===== src/hdl/mscl_pkg.sv =====
package mscl_pkg;

  // ---------------------------------------------------------------
  // Bus and register map
  // ---------------------------------------------------------------
  localparam int         ADDR_W         = 8;
  localparam int         DATA_W         = 32;
  localparam logic [7:0] OFS_DUAL_LINK  = 8'h00;
  localparam logic [7:0] OFS_AUDIO_CFG  = 8'h04;
  localparam logic [7:0] OFS_MAIN_CTL   = 8'h08;
  localparam logic [7:0] OFS_RESELECT   = 8'h0C;
  localparam logic [7:0] OFS_STRAP_STAT = 8'h10;
  localparam logic [1:0] RESP_OKAY      = 2'h0;
  localparam logic [1:0] RESP_SLVERR    = 2'h2;
  localparam int         WR_LANE        = 0;

  // ---------------------------------------------------------------
  // Field positions
  // ---------------------------------------------------------------
  localparam int TXMODE_LSB    = 0;
  localparam int TXMODE_W      = 3;
  localparam int COAX_BIT      = 7;
  localparam int SPLIT_AUD_BIT = 4;
  localparam int CLKSRC_LSB    = 0;
  localparam int CLKSRC_W      = 2;
  localparam int LANES_LSB     = 2;
  localparam int LANES_W       = 2;
  localparam int CONTCLK_BIT   = 7;
  localparam int INDIS_BIT     = 0;
  localparam int STAT_A_LSB    = 0;
  localparam int STAT_B_LSB    = 4;
  localparam int STAT_DONE_BIT = 8;

  // ---------------------------------------------------------------
  // Strap decoding
  // ---------------------------------------------------------------
  localparam int STRAP_W         = 3;
  localparam int STRAP_SPLIT_BIT = 2;
  localparam int STRAP_LANES_LSB = 0;
  localparam int STRAP_CLK_BIT   = 2;
  localparam int STRAP_COAX_BIT  = 1;
  localparam int STRAP_INDIS_BIT = 0;

  // ---------------------------------------------------------------
  // Field encodings and reset values
  // ---------------------------------------------------------------
  localparam logic [2:0] TX_MODE_NORMAL = 3'h0;
  localparam logic [2:0] TX_MODE_SPLIT  = 3'h2;
  localparam logic [1:0] CLKSRC_VIDEO   = 2'h0;
  localparam logic [1:0] CLKSRC_EXT     = 2'h1;
  localparam logic [1:0] CLKSRC_INT     = 2'h2;
  localparam logic [1:0] CLKSRC_EXT_DUO = 2'h3;
  localparam logic [1:0] LANES_RST      = 2'h0;
  localparam logic [3:0] LANE_BASE      = 4'hE;
  localparam logic       FLAG_CLR       = 1'b0;
  localparam logic       INDIS_RST      = 1'b1;

  typedef enum logic {
    MSCL_LD_WAIT = 1'b0,
    MSCL_LD_DONE = 1'b1
  } mscl_load_e;

endpackage


===== src/hdl/mscl_field.sv =====
`timescale 1ns/1ns
module mscl_field #(
  parameter int           W       = 1,
  parameter logic [W-1:0] RST_VAL = '0
) (
  // Clock and control
  input  wire logic         core_clk,
  input  wire logic         rst,
  input  wire logic         ce,
  // Strap load
  input  wire logic         load,
  input  wire logic [W-1:0] load_val,
  // Software write
  input  wire logic         wr,
  input  wire logic [W-1:0] wr_val,
  // Field value
  output logic      [W-1:0] value
);

  // Software write takes precedence over the strap value.
  always_ff @(posedge core_clk) begin
    if (rst) begin
      value <= RST_VAL;
    end else if (ce) begin
      if (wr) begin
        value <= wr_val;
      end else if (load) begin
        value <= load_val;
      end
    end
  end

endmodule


===== src/hdl/mscl_loader.sv =====
`timescale 1ns/1ns
// Summary of operation
// - After reset, sample both strap inputs once and load decoded fields.
// - Software may write every strapped field; the write replaces the strap value.
// - Lane count field 00..11 enables one to four video input lanes.
// - Splitter set divides video odd/even across the two serial outputs.
// - Input-disable set keeps video input ports disabled; clear enables them.
// - Cable-type set selects coaxial serial outputs; clear selects twisted pair.
// - Clock mode 0 uses external oscillator; input clock may be discontinuous.
// - Clock mode 1 uses video input clock, which must then run continuously.
// - Splitter strap sets transmit mode field and split-audio bit.
// - Clock strap sets continuous-clock bit and clock source field.
module mscl_loader (
  // Clock, reset and enable
  input  wire logic        core_clk,
  input  wire logic        rst,
  input  wire logic        ce,
  // Strap inputs
  input  wire logic [2:0]  config_strap_a,
  input  wire logic [2:0]  config_strap_b,
  // AXI4-Lite write address and data
  input  wire logic        s_axi_awvalid,
  output logic             s_axi_awready,
  input  wire logic [7:0]  s_axi_awaddr,
  input  wire logic        s_axi_wvalid,
  output logic             s_axi_wready,
  input  wire logic [31:0] s_axi_wdata,
  input  wire logic [3:0]  s_axi_wstrb,
  // AXI4-Lite write response
  output logic             s_axi_bvalid,
  input  wire logic        s_axi_bready,
  output logic [1:0]       s_axi_bresp,
  // AXI4-Lite read
  input  wire logic        s_axi_arvalid,
  output logic             s_axi_arready,
  input  wire logic [7:0]  s_axi_araddr,
  output logic             s_axi_rvalid,
  input  wire logic        s_axi_rready,
  output logic [31:0]      s_axi_rdata,
  output logic [1:0]       s_axi_rresp,
  // Configuration outputs
  output logic [3:0]       lane_enable,
  output logic             split_video_en,
  output logic             split_audio_en,
  output logic             input_port_enable,
  output logic             coax_cable_flag,
  output logic             ref_from_video_clk,
  output logic             ref_from_ext_osc,
  output logic             discontinuous_clk_ok,
  output logic             config_loaded
);

  // ---------------------------------------------------------------
  // Strap capture
  // ---------------------------------------------------------------
  mscl_pkg::mscl_load_e load_state;
  mscl_pkg::mscl_load_e next_load_state;
  wire logic            strap_load;
  wire logic            strap_split;
  wire logic [1:0]      strap_lanes;
  wire logic            strap_clk_video;
  wire logic [2:0]      strap_tx_mode;
  wire logic [1:0]      strap_clksrc;

  assign strap_load      = ce && (load_state == mscl_pkg::MSCL_LD_WAIT);
  assign strap_split     = config_strap_a[mscl_pkg::STRAP_SPLIT_BIT];
  assign strap_lanes     = config_strap_a[mscl_pkg::STRAP_LANES_LSB +: mscl_pkg::LANES_W];
  assign strap_clk_video = !config_strap_b[mscl_pkg::STRAP_CLK_BIT];
  assign strap_tx_mode   = strap_split ? mscl_pkg::TX_MODE_SPLIT : mscl_pkg::TX_MODE_NORMAL;
  assign strap_clksrc    = strap_clk_video ? mscl_pkg::CLKSRC_VIDEO : mscl_pkg::CLKSRC_EXT;

  always_comb begin
    unique case (load_state)
      mscl_pkg::MSCL_LD_WAIT: next_load_state = mscl_pkg::MSCL_LD_DONE;
      mscl_pkg::MSCL_LD_DONE: next_load_state = mscl_pkg::MSCL_LD_DONE;
    endcase
  end

  always_ff @(posedge core_clk) begin
    if (rst) begin
      load_state <= mscl_pkg::MSCL_LD_WAIT;
    end else if (ce) begin
      load_state <= next_load_state;
    end
  end

  logic [2:0] strap_a_seen;
  logic [2:0] strap_b_seen;

  always_ff @(posedge core_clk) begin
    if (rst) begin
      strap_a_seen <= '0;
      strap_b_seen <= '0;
    end else if (strap_load) begin
      strap_a_seen <= config_strap_a;
      strap_b_seen <= config_strap_b;
    end
  end

  // ---------------------------------------------------------------
  // Write channel
  // ---------------------------------------------------------------
  logic        aw_held;
  logic        w_held;
  logic [7:0]  aw_addr_q;
  logic [31:0] w_data_q;
  logic [3:0]  w_strb_q;
  wire logic   wr_fire;
  wire logic   wr_lane0;
  wire logic   wr_dual;
  wire logic   wr_audio;
  wire logic   wr_main;
  wire logic   wr_resel;
  wire logic   wr_mapped;

  assign s_axi_awready = !aw_held && !s_axi_bvalid;
  assign s_axi_wready  = !w_held && !s_axi_bvalid;
  assign wr_fire       = ce && aw_held && w_held && !s_axi_bvalid;
  assign wr_lane0      = wr_fire && w_strb_q[mscl_pkg::WR_LANE];
  assign wr_dual       = wr_lane0 && (aw_addr_q == mscl_pkg::OFS_DUAL_LINK);
  assign wr_audio      = wr_lane0 && (aw_addr_q == mscl_pkg::OFS_AUDIO_CFG);
  assign wr_main       = wr_lane0 && (aw_addr_q == mscl_pkg::OFS_MAIN_CTL);
  assign wr_resel      = wr_lane0 && (aw_addr_q == mscl_pkg::OFS_RESELECT);
  assign wr_mapped     = (aw_addr_q == mscl_pkg::OFS_DUAL_LINK) || (aw_addr_q == mscl_pkg::OFS_AUDIO_CFG)
                      || (aw_addr_q == mscl_pkg::OFS_MAIN_CTL) || (aw_addr_q == mscl_pkg::OFS_RESELECT);

  always_ff @(posedge core_clk) begin
    if (rst) begin
      aw_held   <= 1'b0;
      aw_addr_q <= '0;
    end else if (ce) begin
      if (s_axi_awvalid && s_axi_awready) begin
        aw_held   <= 1'b1;
        aw_addr_q <= s_axi_awaddr;
      end else if (wr_fire) begin
        aw_held <= 1'b0;
      end
    end
  end

  always_ff @(posedge core_clk) begin
    if (rst) begin
      w_held   <= 1'b0;
      w_data_q <= '0;
      w_strb_q <= '0;
    end else if (ce) begin
      if (s_axi_wvalid && s_axi_wready) begin
        w_held   <= 1'b1;
        w_data_q <= s_axi_wdata;
        w_strb_q <= s_axi_wstrb;
      end else if (wr_fire) begin
        w_held <= 1'b0;
      end
    end
  end

  always_ff @(posedge core_clk) begin
    if (rst) begin
      s_axi_bvalid <= 1'b0;
      s_axi_bresp  <= mscl_pkg::RESP_OKAY;
    end else if (ce) begin
      if (wr_fire) begin
        s_axi_bvalid <= 1'b1;
        s_axi_bresp  <= wr_mapped ? mscl_pkg::RESP_OKAY : mscl_pkg::RESP_SLVERR;
      end else if (s_axi_bready) begin
        s_axi_bvalid <= 1'b0;
      end
    end
  end

  // ---------------------------------------------------------------
  // Configuration fields
  // ---------------------------------------------------------------
  logic [2:0] tx_mode;
  logic       coax;
  logic       split_audio;
  logic [1:0] clksrc;
  logic [1:0] lanes;
  logic       cont_clk;
  logic       in_dis;

  mscl_field #(.W(mscl_pkg::TXMODE_W), .RST_VAL(mscl_pkg::TX_MODE_NORMAL)) u_tx_mode (
    .core_clk (core_clk), .rst (rst), .ce (ce), .load (strap_load), .load_val (strap_tx_mode),
    .wr (wr_dual), .wr_val (w_data_q[mscl_pkg::TXMODE_LSB +: mscl_pkg::TXMODE_W]), .value (tx_mode));
  mscl_field #(.W(1), .RST_VAL(mscl_pkg::FLAG_CLR)) u_coax (
    .core_clk (core_clk), .rst (rst), .ce (ce), .load (strap_load),
    .load_val (config_strap_b[mscl_pkg::STRAP_COAX_BIT]),
    .wr (wr_dual), .wr_val (w_data_q[mscl_pkg::COAX_BIT]), .value (coax));
  mscl_field #(.W(1), .RST_VAL(mscl_pkg::FLAG_CLR)) u_split_audio (
    .core_clk (core_clk), .rst (rst), .ce (ce), .load (strap_load), .load_val (strap_split),
    .wr (wr_audio), .wr_val (w_data_q[mscl_pkg::SPLIT_AUD_BIT]), .value (split_audio));
  mscl_field #(.W(mscl_pkg::CLKSRC_W), .RST_VAL(mscl_pkg::CLKSRC_EXT)) u_clksrc (
    .core_clk (core_clk), .rst (rst), .ce (ce), .load (strap_load), .load_val (strap_clksrc),
    .wr (wr_main), .wr_val (w_data_q[mscl_pkg::CLKSRC_LSB +: mscl_pkg::CLKSRC_W]), .value (clksrc));
  mscl_field #(.W(mscl_pkg::LANES_W), .RST_VAL(mscl_pkg::LANES_RST)) u_lanes (
    .core_clk (core_clk), .rst (rst), .ce (ce), .load (strap_load), .load_val (strap_lanes),
    .wr (wr_main), .wr_val (w_data_q[mscl_pkg::LANES_LSB +: mscl_pkg::LANES_W]), .value (lanes));
  mscl_field #(.W(1), .RST_VAL(mscl_pkg::FLAG_CLR)) u_cont_clk (
    .core_clk (core_clk), .rst (rst), .ce (ce), .load (strap_load), .load_val (strap_clk_video),
    .wr (wr_main), .wr_val (w_data_q[mscl_pkg::CONTCLK_BIT]), .value (cont_clk));
  mscl_field #(.W(1), .RST_VAL(mscl_pkg::INDIS_RST)) u_in_dis (
    .core_clk (core_clk), .rst (rst), .ce (ce), .load (strap_load),
    .load_val (config_strap_b[mscl_pkg::STRAP_INDIS_BIT]),
    .wr (wr_resel), .wr_val (w_data_q[mscl_pkg::INDIS_BIT]), .value (in_dis));

  // ---------------------------------------------------------------
  // Read channel
  // ---------------------------------------------------------------
  wire logic [31:0] dual_word;
  wire logic [31:0] audio_word;
  wire logic [31:0] main_word;
  wire logic [31:0] resel_word;
  wire logic [31:0] stat_word;
  wire logic [31:0] rd_word;
  wire logic        rd_mapped;

  assign dual_word  = (32'(tx_mode) << mscl_pkg::TXMODE_LSB) | (32'(coax) << mscl_pkg::COAX_BIT);
  assign audio_word = 32'(split_audio) << mscl_pkg::SPLIT_AUD_BIT;
  assign main_word  = (32'(clksrc) << mscl_pkg::CLKSRC_LSB) | (32'(lanes) << mscl_pkg::LANES_LSB)
                    | (32'(cont_clk) << mscl_pkg::CONTCLK_BIT);
  assign resel_word = 32'(in_dis) << mscl_pkg::INDIS_BIT;
  assign stat_word  = (32'(strap_a_seen) << mscl_pkg::STAT_A_LSB) | (32'(strap_b_seen) << mscl_pkg::STAT_B_LSB)
                    | (32'(config_loaded) << mscl_pkg::STAT_DONE_BIT);
  assign rd_word    = (s_axi_araddr == mscl_pkg::OFS_DUAL_LINK)  ? dual_word  :
                      (s_axi_araddr == mscl_pkg::OFS_AUDIO_CFG)  ? audio_word :
                      (s_axi_araddr == mscl_pkg::OFS_MAIN_CTL)   ? main_word  :
                      (s_axi_araddr == mscl_pkg::OFS_RESELECT)   ? resel_word :
                      (s_axi_araddr == mscl_pkg::OFS_STRAP_STAT) ? stat_word  : '0;
  assign rd_mapped  = (s_axi_araddr == mscl_pkg::OFS_DUAL_LINK) || (s_axi_araddr == mscl_pkg::OFS_AUDIO_CFG)
                   || (s_axi_araddr == mscl_pkg::OFS_MAIN_CTL) || (s_axi_araddr == mscl_pkg::OFS_RESELECT)
                   || (s_axi_araddr == mscl_pkg::OFS_STRAP_STAT);
  assign s_axi_arready = !s_axi_rvalid;

  always_ff @(posedge core_clk) begin
    if (rst) begin
      s_axi_rvalid <= 1'b0;
      s_axi_rdata  <= '0;
      s_axi_rresp  <= mscl_pkg::RESP_OKAY;
    end else if (ce) begin
      if (s_axi_arvalid && s_axi_arready) begin
        s_axi_rvalid <= 1'b1;
        s_axi_rdata  <= rd_word;
        s_axi_rresp  <= rd_mapped ? mscl_pkg::RESP_OKAY : mscl_pkg::RESP_SLVERR;
      end else if (s_axi_rready) begin
        s_axi_rvalid <= 1'b0;
      end
    end
  end

  // ---------------------------------------------------------------
  // Configuration outputs
  // ---------------------------------------------------------------
  wire logic [3:0] lane_mask;

  assign lane_mask = ~(mscl_pkg::LANE_BASE << lanes);

  always_ff @(posedge core_clk) begin
    if (rst) begin
      lane_enable          <= '0;
      split_video_en       <= 1'b0;
      split_audio_en       <= 1'b0;
      input_port_enable    <= 1'b0;
      coax_cable_flag      <= 1'b0;
      ref_from_video_clk   <= 1'b0;
      ref_from_ext_osc     <= 1'b0;
      discontinuous_clk_ok <= 1'b0;
      config_loaded        <= 1'b0;
    end else if (ce) begin
      lane_enable          <= lane_mask;
      split_video_en       <= (tx_mode == mscl_pkg::TX_MODE_SPLIT);
      split_audio_en       <= split_audio;
      input_port_enable    <= !in_dis;
      coax_cable_flag      <= coax;
      ref_from_video_clk   <= (clksrc == mscl_pkg::CLKSRC_VIDEO);
      ref_from_ext_osc     <= (clksrc == mscl_pkg::CLKSRC_EXT) || (clksrc == mscl_pkg::CLKSRC_EXT_DUO);
      discontinuous_clk_ok <= !cont_clk;
      config_loaded        <= (load_state == mscl_pkg::MSCL_LD_DONE) || strap_load;
    end
  end
endmodule


===== config.mk =====
export PLATFORM = sky130hd
export DESIGN_NAME = mscl_loader
export DESIGN_NICKNAME = d
export VERILOG_FILES = /design/src/hdl/mscl_pkg.sv /design/src/hdl/mscl_field.sv /design/src/hdl/mscl_loader.sv
export SDC_FILE = /design/constraint.sdc
export NUM_CORES = 1
export LEC_CHECK = 0
export ABC_AREA = 0
export BUFFER_PORTS_ARGS = -buffer_cell sky130_fd_sc_hd__buf_2
export CAP_MARGIN = 30
export CORE_MARGIN = 2
export CORE_UTILIZATION = 40
export DETAILED_ROUTE_END_ITERATION = 8
export PLACE_DENSITY = 0.7
export SYNTH_ARGS = -nofsm -noshare
export SYNTH_HDL_FRONTEND = slang
export SYNTH_SLANG_ARGS = --single-unit

===== constraint.sdc =====
create_clock -name core_clk -period 4.6 [get_ports core_clk]
set_input_delay 0.92 -clock core_clk [delete_from_list [all_inputs] [get_ports core_clk]]
set_output_delay 0.92 -clock core_clk [all_outputs]
set_load 0.005 [all_outputs]

==> results of run 1 <==
[kinds of logic after synthesis]
kind of cell           Yosys count  synth area share [%]
multiplexers                    26                  10.2
other                            1                 0.143
buffers and inverters           46                  10.6
AO/OA/AOI/OAI                   44                  9.96
flip-flops                      59                  45.0
AND/OR/NAND/NOR                124                  24.2
[area by class of cell]
class | count | area (um2)
fill | 671 | 3270
multi-input combinational | 219 | 1270
sequential | 59 | 1180
timing repair buffer | 67 | 355
clock buffer | 11 | 151
tap | 77 | 96.3
clock inverter | 3 | 15.0
inverter | 3 | 11.3
[per-layer routing]
metal | wire length [um] | GRT usage [%] | vias up | share of wire [%]
met2 | 2510 | 24.1 | 75 | 45
met1 | 2620 | 21.9 | 974 | 47
met3 | 324 | 4.18 | 11 | 5.8
met5 | 0 | 0 | - | 0
li1 | - | - | 1105 | -
met4 | 114 | 7.79 | 0 | 2.0
[worst min path at each step]
stage,start,end,slack (ns),depth (start not counted)
floorplan,w_data_q[3]$_SDFFE_PP0P_,u_lanes.value[1]$_SDFFE_PP0P_,0.43,2
global placement,s_axi_rdata[8]$_SDFFE_PP0P_,s_axi_rdata[8]$_SDFFE_PP0P_,0.44,2
detailed placement,s_axi_rresp[1]$_SDFFE_PP0P_,s_axi_rresp[1]$_SDFFE_PP0P_,0.45,2
CTS,s_axi_rdata[6]$_SDFFE_PP0P_,s_axi_rdata[6]$_SDFFE_PP0P_,0.45,2
global route,s_axi_rresp[1]$_SDFFE_PP0P_,s_axi_rresp[1]$_SDFFE_PP0P_,0.47,2
finish,s_axi_rresp[1]$_SDFFE_PP0P_,s_axi_rresp[1]$_SDFFE_PP0P_,0.45,2
[state kept, by name (all words and copies together), names as in the netlist, 2 cells and up]
signal / count
s_axi_rdata: 9
aw_addr_q: 8
w_data_q: 6
lane_enable: 4
strap_a_seen: 3
strap_b_seen: 3
u_tx_mode.value: 3
u_clksrc.value: 2
u_lanes.value: 2
[worst max-delay path: cells and delay by family]
family	cells	cell delay, ns
simple gates	4	1.46
buf+inv	1	0.38
[metrics by stage]
step,utilization (%),setup slack (ns),area (um2),std cells,power [W]
6_report,48.5,2.10,3080,439,0.00107
5_1_grt,48.5,1.93,3080,439,0.00112
4_1_cts,48.5,2.13,3080,439,0.00108
3_5_place_dp,45.9,1.79,2910,425,0.000683
3_3_place_gp,45.4,1.59,2890,423,0.000676
2_1_floorplan,-,2.39,2720,324,0.000655
[placed cells by master (no fill, tap or decap), drive strengths merged, types with 3 or more instances in the layout]
master	instances
a211oi	10
a21oi	27
a22oi	3
and3	3
buf	67
clkbuf	11
clkinv	3
conb	25
dfxtp	59
inv	3
mux2	5
mux2i	21
nand2	35
nand3	10
nand3b	5
nor2	41
nor3	6
nor4	5
nor4b	3
or4	3
[where the power goes]
group | switching [W] | internal, W | leakage, nW
registers | 0.0000183 | 0.000535 | 0.482
logic | 0.0000634 | 0.0000540 | 0.732
clock network | 0.000187 | 0.000215 | 0.0908
==> run summary, run 1 <==
Share of post-route cells with drive strength above 1 -> 26.8%
Slew @ Worst Pin -> 0.669 ns
Mean Syn Cell Area -> 8.75 um2
Total GRT Usage -> 16.2%
Period utilisation layout -> 54.4%
Tightest Hold Check Type -> reg2reg
Post-synth top flop -> dfxtp_1
Vias per inst -> 4.93
Die Wd -> 85.0 um
Hold_ws -> 0.451 ns
Synth area leaders -> dfxtp_1 45%, mux2i_1 8.0%, buf_4 7.4%
Clk_lat worst skew -> 0.34 ns
WL/cell -> 12.7 um
Starting DRT DRC Count -> 82
Number of flops mapped to enable cells by yosys -> 0
Critical path endpoint -> u_tx_mode.value[1]$_SDFFE_PP0P_
Io pins -> 119
Clock buffer count from CTS -> 9
First-pass GRT wire length -> 9120 um
Post-CTS Setup Bufs -> 0
Critical Path, Cell by Cell -> buf_2 > nand4b_1 > or4_4 > and3_4 > nor3_2
Top cells by count, synth -> 59 x dfxtp_1, 41 x nor2_1, 35 x nand2_1
Area delta synth->final -> 17.3%
Share of Yosys cell area claimed by the top area cell type -> 45.0%
Yosys reg bits -> 59
Min Tclk post-route -> 2.50 ns
Core ar. -> 0.00635 mm2
Total Wirelength -> 5570 um
Max Cap Viol -> 0
Number of max-slew violations in the final report -> 0
Post-synth ARST share -> 0%
Clk root buf -> clkbuf_8
Status -> complete, no violations
Pwr dens -> 348 mW/mm2
Worst path max stage delay -> 0.67 ns
HPWL Detailed -> 4170 um
Worst R2R Start -> s_axi_bvalid$_SDFFE_PP0P_
Synth cell types -> 37
RSZ-0062 raised after global routing -> no
Antenna-violating nets left -> 0
Clock transition at the registers of the reported paths -> 0.06 ns
CTS sink cnt -> 59
Total negative slack -> 0 ns
Capturing element type of the critical path -> flop
YS warnings -> 0
Iteration count of the initial detailed-routing pass -> 4
Via count -> 2165
Die height -> 85.0 um
Rows -> 29
I/O Buffers -> 64
Post-cts sizing count -> 0
Post-synth top area cell -> dfxtp_1
Crit path launch -> ce
Layout Skew -> 0.00694 ns
Nets -> 425
Initial antenna violation count -> 0
Headroom to the max-slew limit -> 55.4%
Clk buf depth -> 2
R2R cell count -> 4
Slowest cell on crit path -> or4_4
Clock H-tree levels -> 3
Cell Area, Synth -> 0.00263 mm2
Crit path required time -> 4.87 ns
Initial Util -> 41.3%
Crit path max fanout -> 23
DIE AREA -> 0.00723 mm2
Pin count of the biggest net entering global routing -> 43
Ant diodes -> 0
WP data arrival -> 2.77 ns
CTS tree -> built
Post-Syn Instances -> 300
Hold-fix buffers at CTS -> 0
Placer Congestion -> 0.799
Vias in the first global route -> 1943
DRC Markers -> 0
R2r endpoint -> u_tx_mode.value[1]$_SDFFE_PP0P_
P_leak -> 1.31 nW
Fmax -> 400 MHz
Worst vdd ir -> 168 uV
Nature of the critical path startpoint -> input pin
Fraction of the yosys area taken by sequential cells -> 45.0%
Final hold vios -> 0
Crit Path Class -> in2reg
Gr ovfl total -> 0
Finish-stage setup viols -> 0
Most frequent cell after synthesis -> dfxtp_1
FF-to-FF setup slack -> 2.67 ns
No activity file was read; power rests on OpenSTA's default activity.
==> run 2, diff against run 1 <==
- ABC_AREA: 0 -> 1
- PLACE_DENSITY: 0.7 -> 0.72
- clock period: 4.6 -> 2.1 ns (I/O delays scaled with it)
==> run 2 against run 1 <==
Combinational power grew to 2.6 times the previous value. Critical path depth grew 3. Sequential power grew 120%. Wire length grew 14%. Hold slack lost 0.12 ns. Area after synthesis grew 6.2%.
==> run summary, run 2 <==
Dpl cells -> 548 (was 425)
Gr ovfl total -> 0 (unchanged)
Slowest cell on crit path -> dfxtp_1 (was or4_4)
Most common cell after layout, fill and taps aside -> nor2_1 (was buf_2)
Iteration count of the initial detailed-routing pass -> 4 (unchanged)
DIE AREA -> 0.00766 mm2 (was 0.00723 mm2)
Clk buf depth -> 2 (unchanged)
Placer Congestion -> 0.826 (was 0.799)
Finished Layout Cells -> 564 (was 439)
YS warnings -> 0 (unchanged)
Post-synth top area cell -> dfxtp_1 (unchanged)
Total Wirelength -> 6380 um (was 5570 um)
Fmax -> 640 MHz
P_leak -> 1.61 nW (was 1.31 nW)
Hold_ws -> 0.332 ns (was 0.451 ns)
Ant diodes -> 0 (unchanged)
Capturing element type of the critical path -> flop (unchanged)
Crit Path Class -> reg2reg (was in2reg)
Antenna-violating nets left -> 0 (unchanged)
Worst path max stage delay -> 0.33 ns (was 0.67 ns)
Cell Area, Synth -> 0.00279 mm2 (was 0.00263 mm2)
Nets -> 545 (was 425)
Crit path required time -> 2.34 ns (was 4.87 ns)
Share of Yosys cell area claimed by the top area cell type -> 42.4% (was 45.0%)
Largest register by flop count -> s_axi_rdata (unchanged)
Initial Util -> 41.3% (about the same)
Vias in the first global route -> 2345 (was 1943)
Clock transition at the registers of the reported paths -> 0.07 ns (was 0.06 ns)
Top cells by count, synth -> 89 x nor2_1, 88 x nand2_1, 59 x dfxtp_1 (was 59 x dfxtp_1, 41 x nor2_1, 35 x nand2_1)
Most frequent cell after synthesis -> nor2_1 (was dfxtp_1)
Vias per inst -> 4.67 (was 4.93)
Area delta synth->final -> 18.0% (was 17.3%)
Total GRT Usage -> 17.4% (was 16.2%)
Pin count of the biggest net entering global routing -> 31 (was 43)
Post-synth top flop -> dfxtp_1 (unchanged)
CTS tree -> built (unchanged)
Critical Path, Cell by Cell -> nor2_1 > nand2_1 > nor2_1 > nand2_1 > nand2_1 > nand2_1 > nor2_1 > nor2_1 (was buf_2 > nand4b_1 > or4_4 > and3_4 > nor3_2)
Tightest Hold Check Type -> in2reg (was reg2reg)
Core ar. -> 0.00676 mm2 (was 0.00635 mm2)
I/O Buffers -> 64 (unchanged)
Yosys reg bits -> 59 (unchanged)
Die height -> 87.5 um (was 85.0 um)
Share of post-route cells with drive strength above 1 -> 19.0% (was 26.8%)
Via count -> 2636 (was 2165)
Mean Syn Cell Area -> 6.75 um2 (was 8.75 um2)
Rows -> 30 (was 29)
Starting DRT DRC Count -> 139 (was 82)
RSZ-0062 raised after global routing -> no (unchanged)
Clk root buf -> clkbuf_8 (unchanged)
Period utilisation layout -> 74.4%
Max Cap Viol -> 0 (unchanged)
Synth area leaders -> dfxtp_1 42%, nor2_1 12%, nand2_1 12% (was dfxtp_1 45%, mux2i_1 8.0%, buf_4 7.4%)
Crit path max fanout -> 6 (was 23)
Crit-path leading delay family -> simple AND/OR/NAND/NOR gates (unchanged)
Nature of the critical path startpoint -> flop (was input pin)
Post-Syn Instances -> 413 (was 300)
Commonest cells after routing, fill and taps aside -> 89 x nor2_1, 88 x nand2_1, 64 x buf_2 (was 64 x buf_2, 59 x dfxtp_1, 41 x nor2_1)
Biggest regs -> s_axi_rdata (9), aw_addr_q (8), w_data_q (6) (unchanged)
Initial antenna violation count -> 0 (unchanged)
Worst vdd ir -> 512 uV (was 168 uV)
Pwr dens -> 783 mW/mm2 (was 348 mW/mm2)
Status -> complete, no violations (unchanged)
CTS sink cnt -> 59 (unchanged)
Hold-fix buffers at CTS -> 0 (unchanged)
Fraction of the yosys area taken by sequential cells -> 42.4% (was 45.0%)
Clk_lat worst skew -> 0.34 ns (about the same)
HPWL Detailed -> 4760 um (was 4170 um)
Number of max-slew violations in the final report -> 0 (unchanged)
WP data arrival -> 1.80 ns (was 2.77 ns)
Max FFs per register -> 9 (unchanged)
Finish-stage setup viols -> 0 (unchanged)
Crit path buf inv count -> 0 (was 1)
Min Tclk post-route -> 1.56 ns
Post-CTS Setup Bufs -> 0 (unchanged)
Die Wd -> 87.5 um (was 85.0 um)
Clock buffer count from CTS -> 9 (unchanged)
Total negative slack -> 0 ns (unchanged)
WL/cell -> 11.3 um (was 12.7 um)
Pre-CTS setup slack -> 0.353 ns (was 1.79 ns)
Post-synth ARST share -> 0% (unchanged)
Clock H-tree levels -> 3 (unchanged)
Final setup margin -> 0.537 ns (was 2.10 ns)
First-pass GRT wire length -> 10300 um (was 9120 um)
Synth cell types -> 21 (was 37)
Final hold vios -> 0 (unchanged)
DRC Markers -> 0 (unchanged)
Io pins -> 119 (unchanged)
Layout Skew -> 0.00642 ns (was 0.00694 ns)
Post-cts sizing count -> 0 (unchanged)
Number of flops mapped to enable cells by yosys -> 0 (unchanged)
## run 2: cell types whose count changed after synthesis, moves of 10 or more
| cell | change |
|---|---|
| nor2_1 | +48 |
| mux2i_1 | -21 |
| o21ai_0 | +30 |
| nand3_1 | +23 |
| a211oi_1 | -10 |
| inv_1 | +24 |
| nand2_1 | +53 |
## run 2: cell families (layout without fill, tap and decap cells)
kind of cell,after synthesis,after routing,synth area share (%)
buf+inv,69,116,13.2
other cells,1,25,0.134
compound gates,64,64,11.6
flops,59,59,42.4
simple gates,220,220,32.7
## run 2: where the power goes
| part | switching, W | leakage, nW | internal, W |
|---|---|---|---|
| Combinational | 0.000189 | 1.03 | 0.000118 |
| Sequential | 0.0000481 | 0.485 | 0.00119 |
| Clock | 0.000457 | 0.102 | 0.000579 |
## run 2: metal layers
metal / up-vias / GRT usage, % / part of all wire [%]
met5: - / 0 / 0
met4: 0 / 5.45 / 0.89
met3: 9 / 5.59 / 6.5
met2: 84 / 30.2 / 47
met1: 1149 / 20.4 / 45
li1: 1394 / - / -
## run 2: final cells by class
type                    instances  area [um2]
clock buffers                  10         138
clock inverters                 6        65.1
fillers                       714        3470
inverters                      30         113
multi-input cells             309        1330
flip-flops and latches         59        1180
well taps                      80         100
repair buffers                 70         365
## run 2: metrics by stage
step	utilization, %	power [W]	area [um2]
after CTS	48.7	0.00260	3290
after detailed placement	45.7	0.00157	3090
final	48.7	0.00258	3290
after global placement	45.7	0.00156	3090
after global routing	48.7	0.00270	3290
after floorplan	-	0.00148	2880
## run 2: path summary, 6_finish.rpt
path	start	depth (start not counted)	to	slack (ns)
worst min register to register	s_axi_rdata[8]$_SDFFE_PP0P_	2	s_axi_rdata[8]$_SDFFE_PP0P_	0.46
worst min-delay path	s_axi_wdata[4]	3	w_data_q[4]$_SDFFE_PP0P_	0.33
worst max register to register	aw_addr_q[1]$_SDFFE_PP0P_	8	u_coax.value$_SDFFE_PP0P_	0.54
worst max-delay path	aw_addr_q[1]$_SDFFE_PP0P_	8	u_coax.value$_SDFFE_PP0P_	0.54
## run 2: tightest hold or removal path, cell delays in order
cell and delay (ns):
buf_2 0.07, o21ai_0 0.07, nor2_1 0.07
==> run 3, diff against run 2 <==
- ABC_AREA: 1 -> 0
- PLACE_DENSITY: 0.72 -> 0.7
- clock period: 2.1 -> 1.5 ns (I/O delays scaled with it)
==> run 3 against run 2 <==
The flow now finishes with violations (negative setup slack). Via count fell by 13%. Global-route usage barely moved. First-iteration DRC count fell by 39%. Clock-buffer cell count fell by 1. Non-clock buffer count rose by 28. Sequential power rose by 37%. Largest power group is now the clock network.
==> run summary, run 3 (synthesis results as in run 1) <==
Status -> complete, but fails checks (was complete, no violations)
Failing checks -> negative setup slack
Nature of the critical path startpoint -> flop (unchanged)
WL/cell -> 13.0 um (was 11.3 um)
Crit Path Class -> reg2reg (unchanged)
Clock transition at the registers of the reported paths -> 0.07 ns (about the same)
Pwr dens -> 1140 mW/mm2 (was 783 mW/mm2)
Max Cap Viol -> 0 (unchanged)
DRC Markers -> 0 (unchanged)
P_leak -> 1.50 nW (was 1.61 nW)
Pwr Total -> 0.00390 W (was 0.00258 W)
RSZ-0062 raised after global routing -> yes (was no)
Max FFs per register -> 9 (unchanged)
Pint -> 0.00295 W (was 0.00188 W)
Hold-fix buffers at CTS -> 0 (unchanged)
Capturing element type of the critical path -> flop (unchanged)
Placer Congestion -> 0.763 (was 0.826)
Via count -> 2283 (was 2636)
Nets -> 456 (was 545)
Largest register by flop count -> s_axi_rdata (unchanged)
CTS tree -> built (unchanged)
Initial antenna violation count -> 0 (unchanged)
Die height -> 85.0 um (was 87.5 um)
Final setup margin -> -0.217 ns (was 0.537 ns)
Most common cell after layout, fill and taps aside -> buf_2 (was nor2_1)
Finish-stage setup viols -> 11 (was 0)
Vias in the first global route -> 2087 (was 2345)
Core ar. -> 0.00635 mm2 (was 0.00676 mm2)
Total Wirelength -> 6150 um (was 6380 um)
Number of max-slew violations in the final report -> 0 (unchanged)
Rows -> 29 (was 30)
Io pins -> 119 (unchanged)
Total negative slack -> -1.29 ns (was 0 ns)
Comb power frac -> 11.1% (was 11.9%)
Min Tclk post-route -> 1.72 ns (was 1.56 ns)
Vias per inst -> 4.84 (was 4.67)
Clk_lat worst skew -> 0.35 ns (was 0.34 ns)
Clk buf depth -> 2 (unchanged)
Period utilisation layout -> 114% (was 74.4%)
DIE AREA -> 0.00723 mm2 (was 0.00766 mm2)
Antenna-violating nets left -> 0 (unchanged)
Clock H-tree levels -> 3 (unchanged)
Die Wd -> 85.0 um (was 87.5 um)
Iteration count of the initial detailed-routing pass -> 4 (unchanged)
Power share of the clock group -> 45.6% (was 40.2%)
Final hold vios -> 0 (unchanged)
Tightest Hold Check Type -> in2reg (unchanged)
Crit path required time -> 1.77 ns (was 2.34 ns)
Sw Share -> 24.4% (was 26.9%)
Initial Util -> 41.3% (about the same)
I/O Buffers -> 64 (unchanged)
Area delta synth->final -> 30.1% (was 18.0%)
Pin count of the biggest net entering global routing -> 32 (was 31)
Fmax -> 582 MHz (was 640 MHz)
Flop pwr share -> 43.3% (was 47.9%)
Fillers -> 586 (was 714)
Clk root buf -> clkbuf_8 (unchanged)
HPWL Detailed -> 4500 um (was 4760 um)
FF-to-FF setup slack -> -0.22 ns (was 0.54 ns)
Clock buffer count from CTS -> 9 (unchanged)
Commonest cells after routing, fill and taps aside -> 65 x buf_2, 59 x dfxtp_1, 41 x nor2_1 (was 89 x nor2_1, 88 x nand2_1, 64 x buf_2)
Worst vdd ir -> 649 uV (was 512 uV)
Share of post-route cells with drive strength above 1 -> 33.7% (was 19.0%)
Starting DRT DRC Count -> 85 (was 139)
WP data arrival -> 1.99 ns (was 1.80 ns)
Biggest regs -> s_axi_rdata (9), aw_addr_q (8), w_data_q (6) (unchanged)
Gr ovfl total -> 0 (unchanged)
Crit path max fanout -> 6 (unchanged)
Ant diodes -> 0 (unchanged)
Total GRT Usage -> 17.4% (about the same)
CTS sink cnt -> 59 (unchanged)
Net Sw Power -> 0.000951 W (was 0.000694 W)
Layout Skew -> 0.00917 ns (was 0.00642 ns)
First-pass GRT wire length -> 9910 um (was 10300 um)
==> run 3: final cells by class <==
type | count | area (um2) | area share (%)
multi-input combinational | 219 | 1300 | 38.0
sequential | 59 | 1180 | 34.6
timing repair buffer | 98 | 589 | 17.3
clock buffer | 9 | 124 | 3.63
clock inverter | 7 | 116 | 3.41
tap | 77 | 96.3 | 2.82
inverter | 3 | 11.3 | 0.330
==> run 3: worst max-delay path: stages (launching register included) <==
cell,delay (ns)
dfxtp_1,0.31
or4_4,0.58
or4_4,0.48
and3_4,0.18
nor3_2,0.09
==> run 3: stage by stage <==
stage	setup WS (ns)	std cells	area (um2)	utilization (%)	hold slack, ns
finish	-0.217	472	3420	53.8	0.191
global route	-0.250	472	3420	53.8	0.195
detailed placement	-0.207	454	3140	49.4	0.444
CTS	-0.218	472	3400	53.5	0.192
global placement	-0.179	454	3140	49.4	0.436
floorplan	-0.205	324	2720	-	0.433
==> run 3: what timing repair did <==
| action | CTS | global route |
|---|---|---|
| buffers inserted | 1 | 0 |
| gates cloned | 1 | 0 |
| endpoints found under the setup margin | 10 | 11 |
| pin swaps | 4 | 1 |
| resized for setup | 2 | 3 |
==> run 3: power groups by stage <==
| stage | clock network (W) | registers (W) | logic, W |
|---|---|---|---|
| 6_report | 0.00178 | 0.00169 | 0.000433 |
| 5_1_grt | 0.00188 | 0.00170 | 0.000482 |
| 4_1_cts | 0.00179 | 0.00169 | 0.000431 |
| 3_5_place_dp | 0 | 0.00172 | 0.000422 |
| 3_3_place_gp | 0 | 0.00172 | 0.000412 |
| 2_1_floorplan | 0 | 0.00171 | 0.000296 |
==> run 3: final timing paths <==
kind	startpoint	end	depth (start not counted)
max	aw_addr_q[5]$_SDFFE_PP0P_	u_coax.value$_SDFFE_PP0P_	4
min reg2reg	s_axi_rresp[1]$_SDFFE_PP0P_	s_axi_rresp[1]$_SDFFE_PP0P_	2
min	s_axi_wdata[2]	w_data_q[2]$_SDFFE_PP0P_	3
max reg2reg	aw_addr_q[5]$_SDFFE_PP0P_	u_coax.value$_SDFFE_PP0P_	4
==> run 3: routing by layer <==
layer | track usage (%) | share of wire [%] | up-vias | routed length (um)
met5 | 0 | 0 | - | 0
met4 | 7.36 | 2.0 | 0 | 121
met3 | 4.86 | 5.5 | 9 | 341
met2 | 27.3 | 47 | 76 | 2890
met1 | 22.4 | 46 | 1035 | 2800
li1 | - | - | 1163 | -
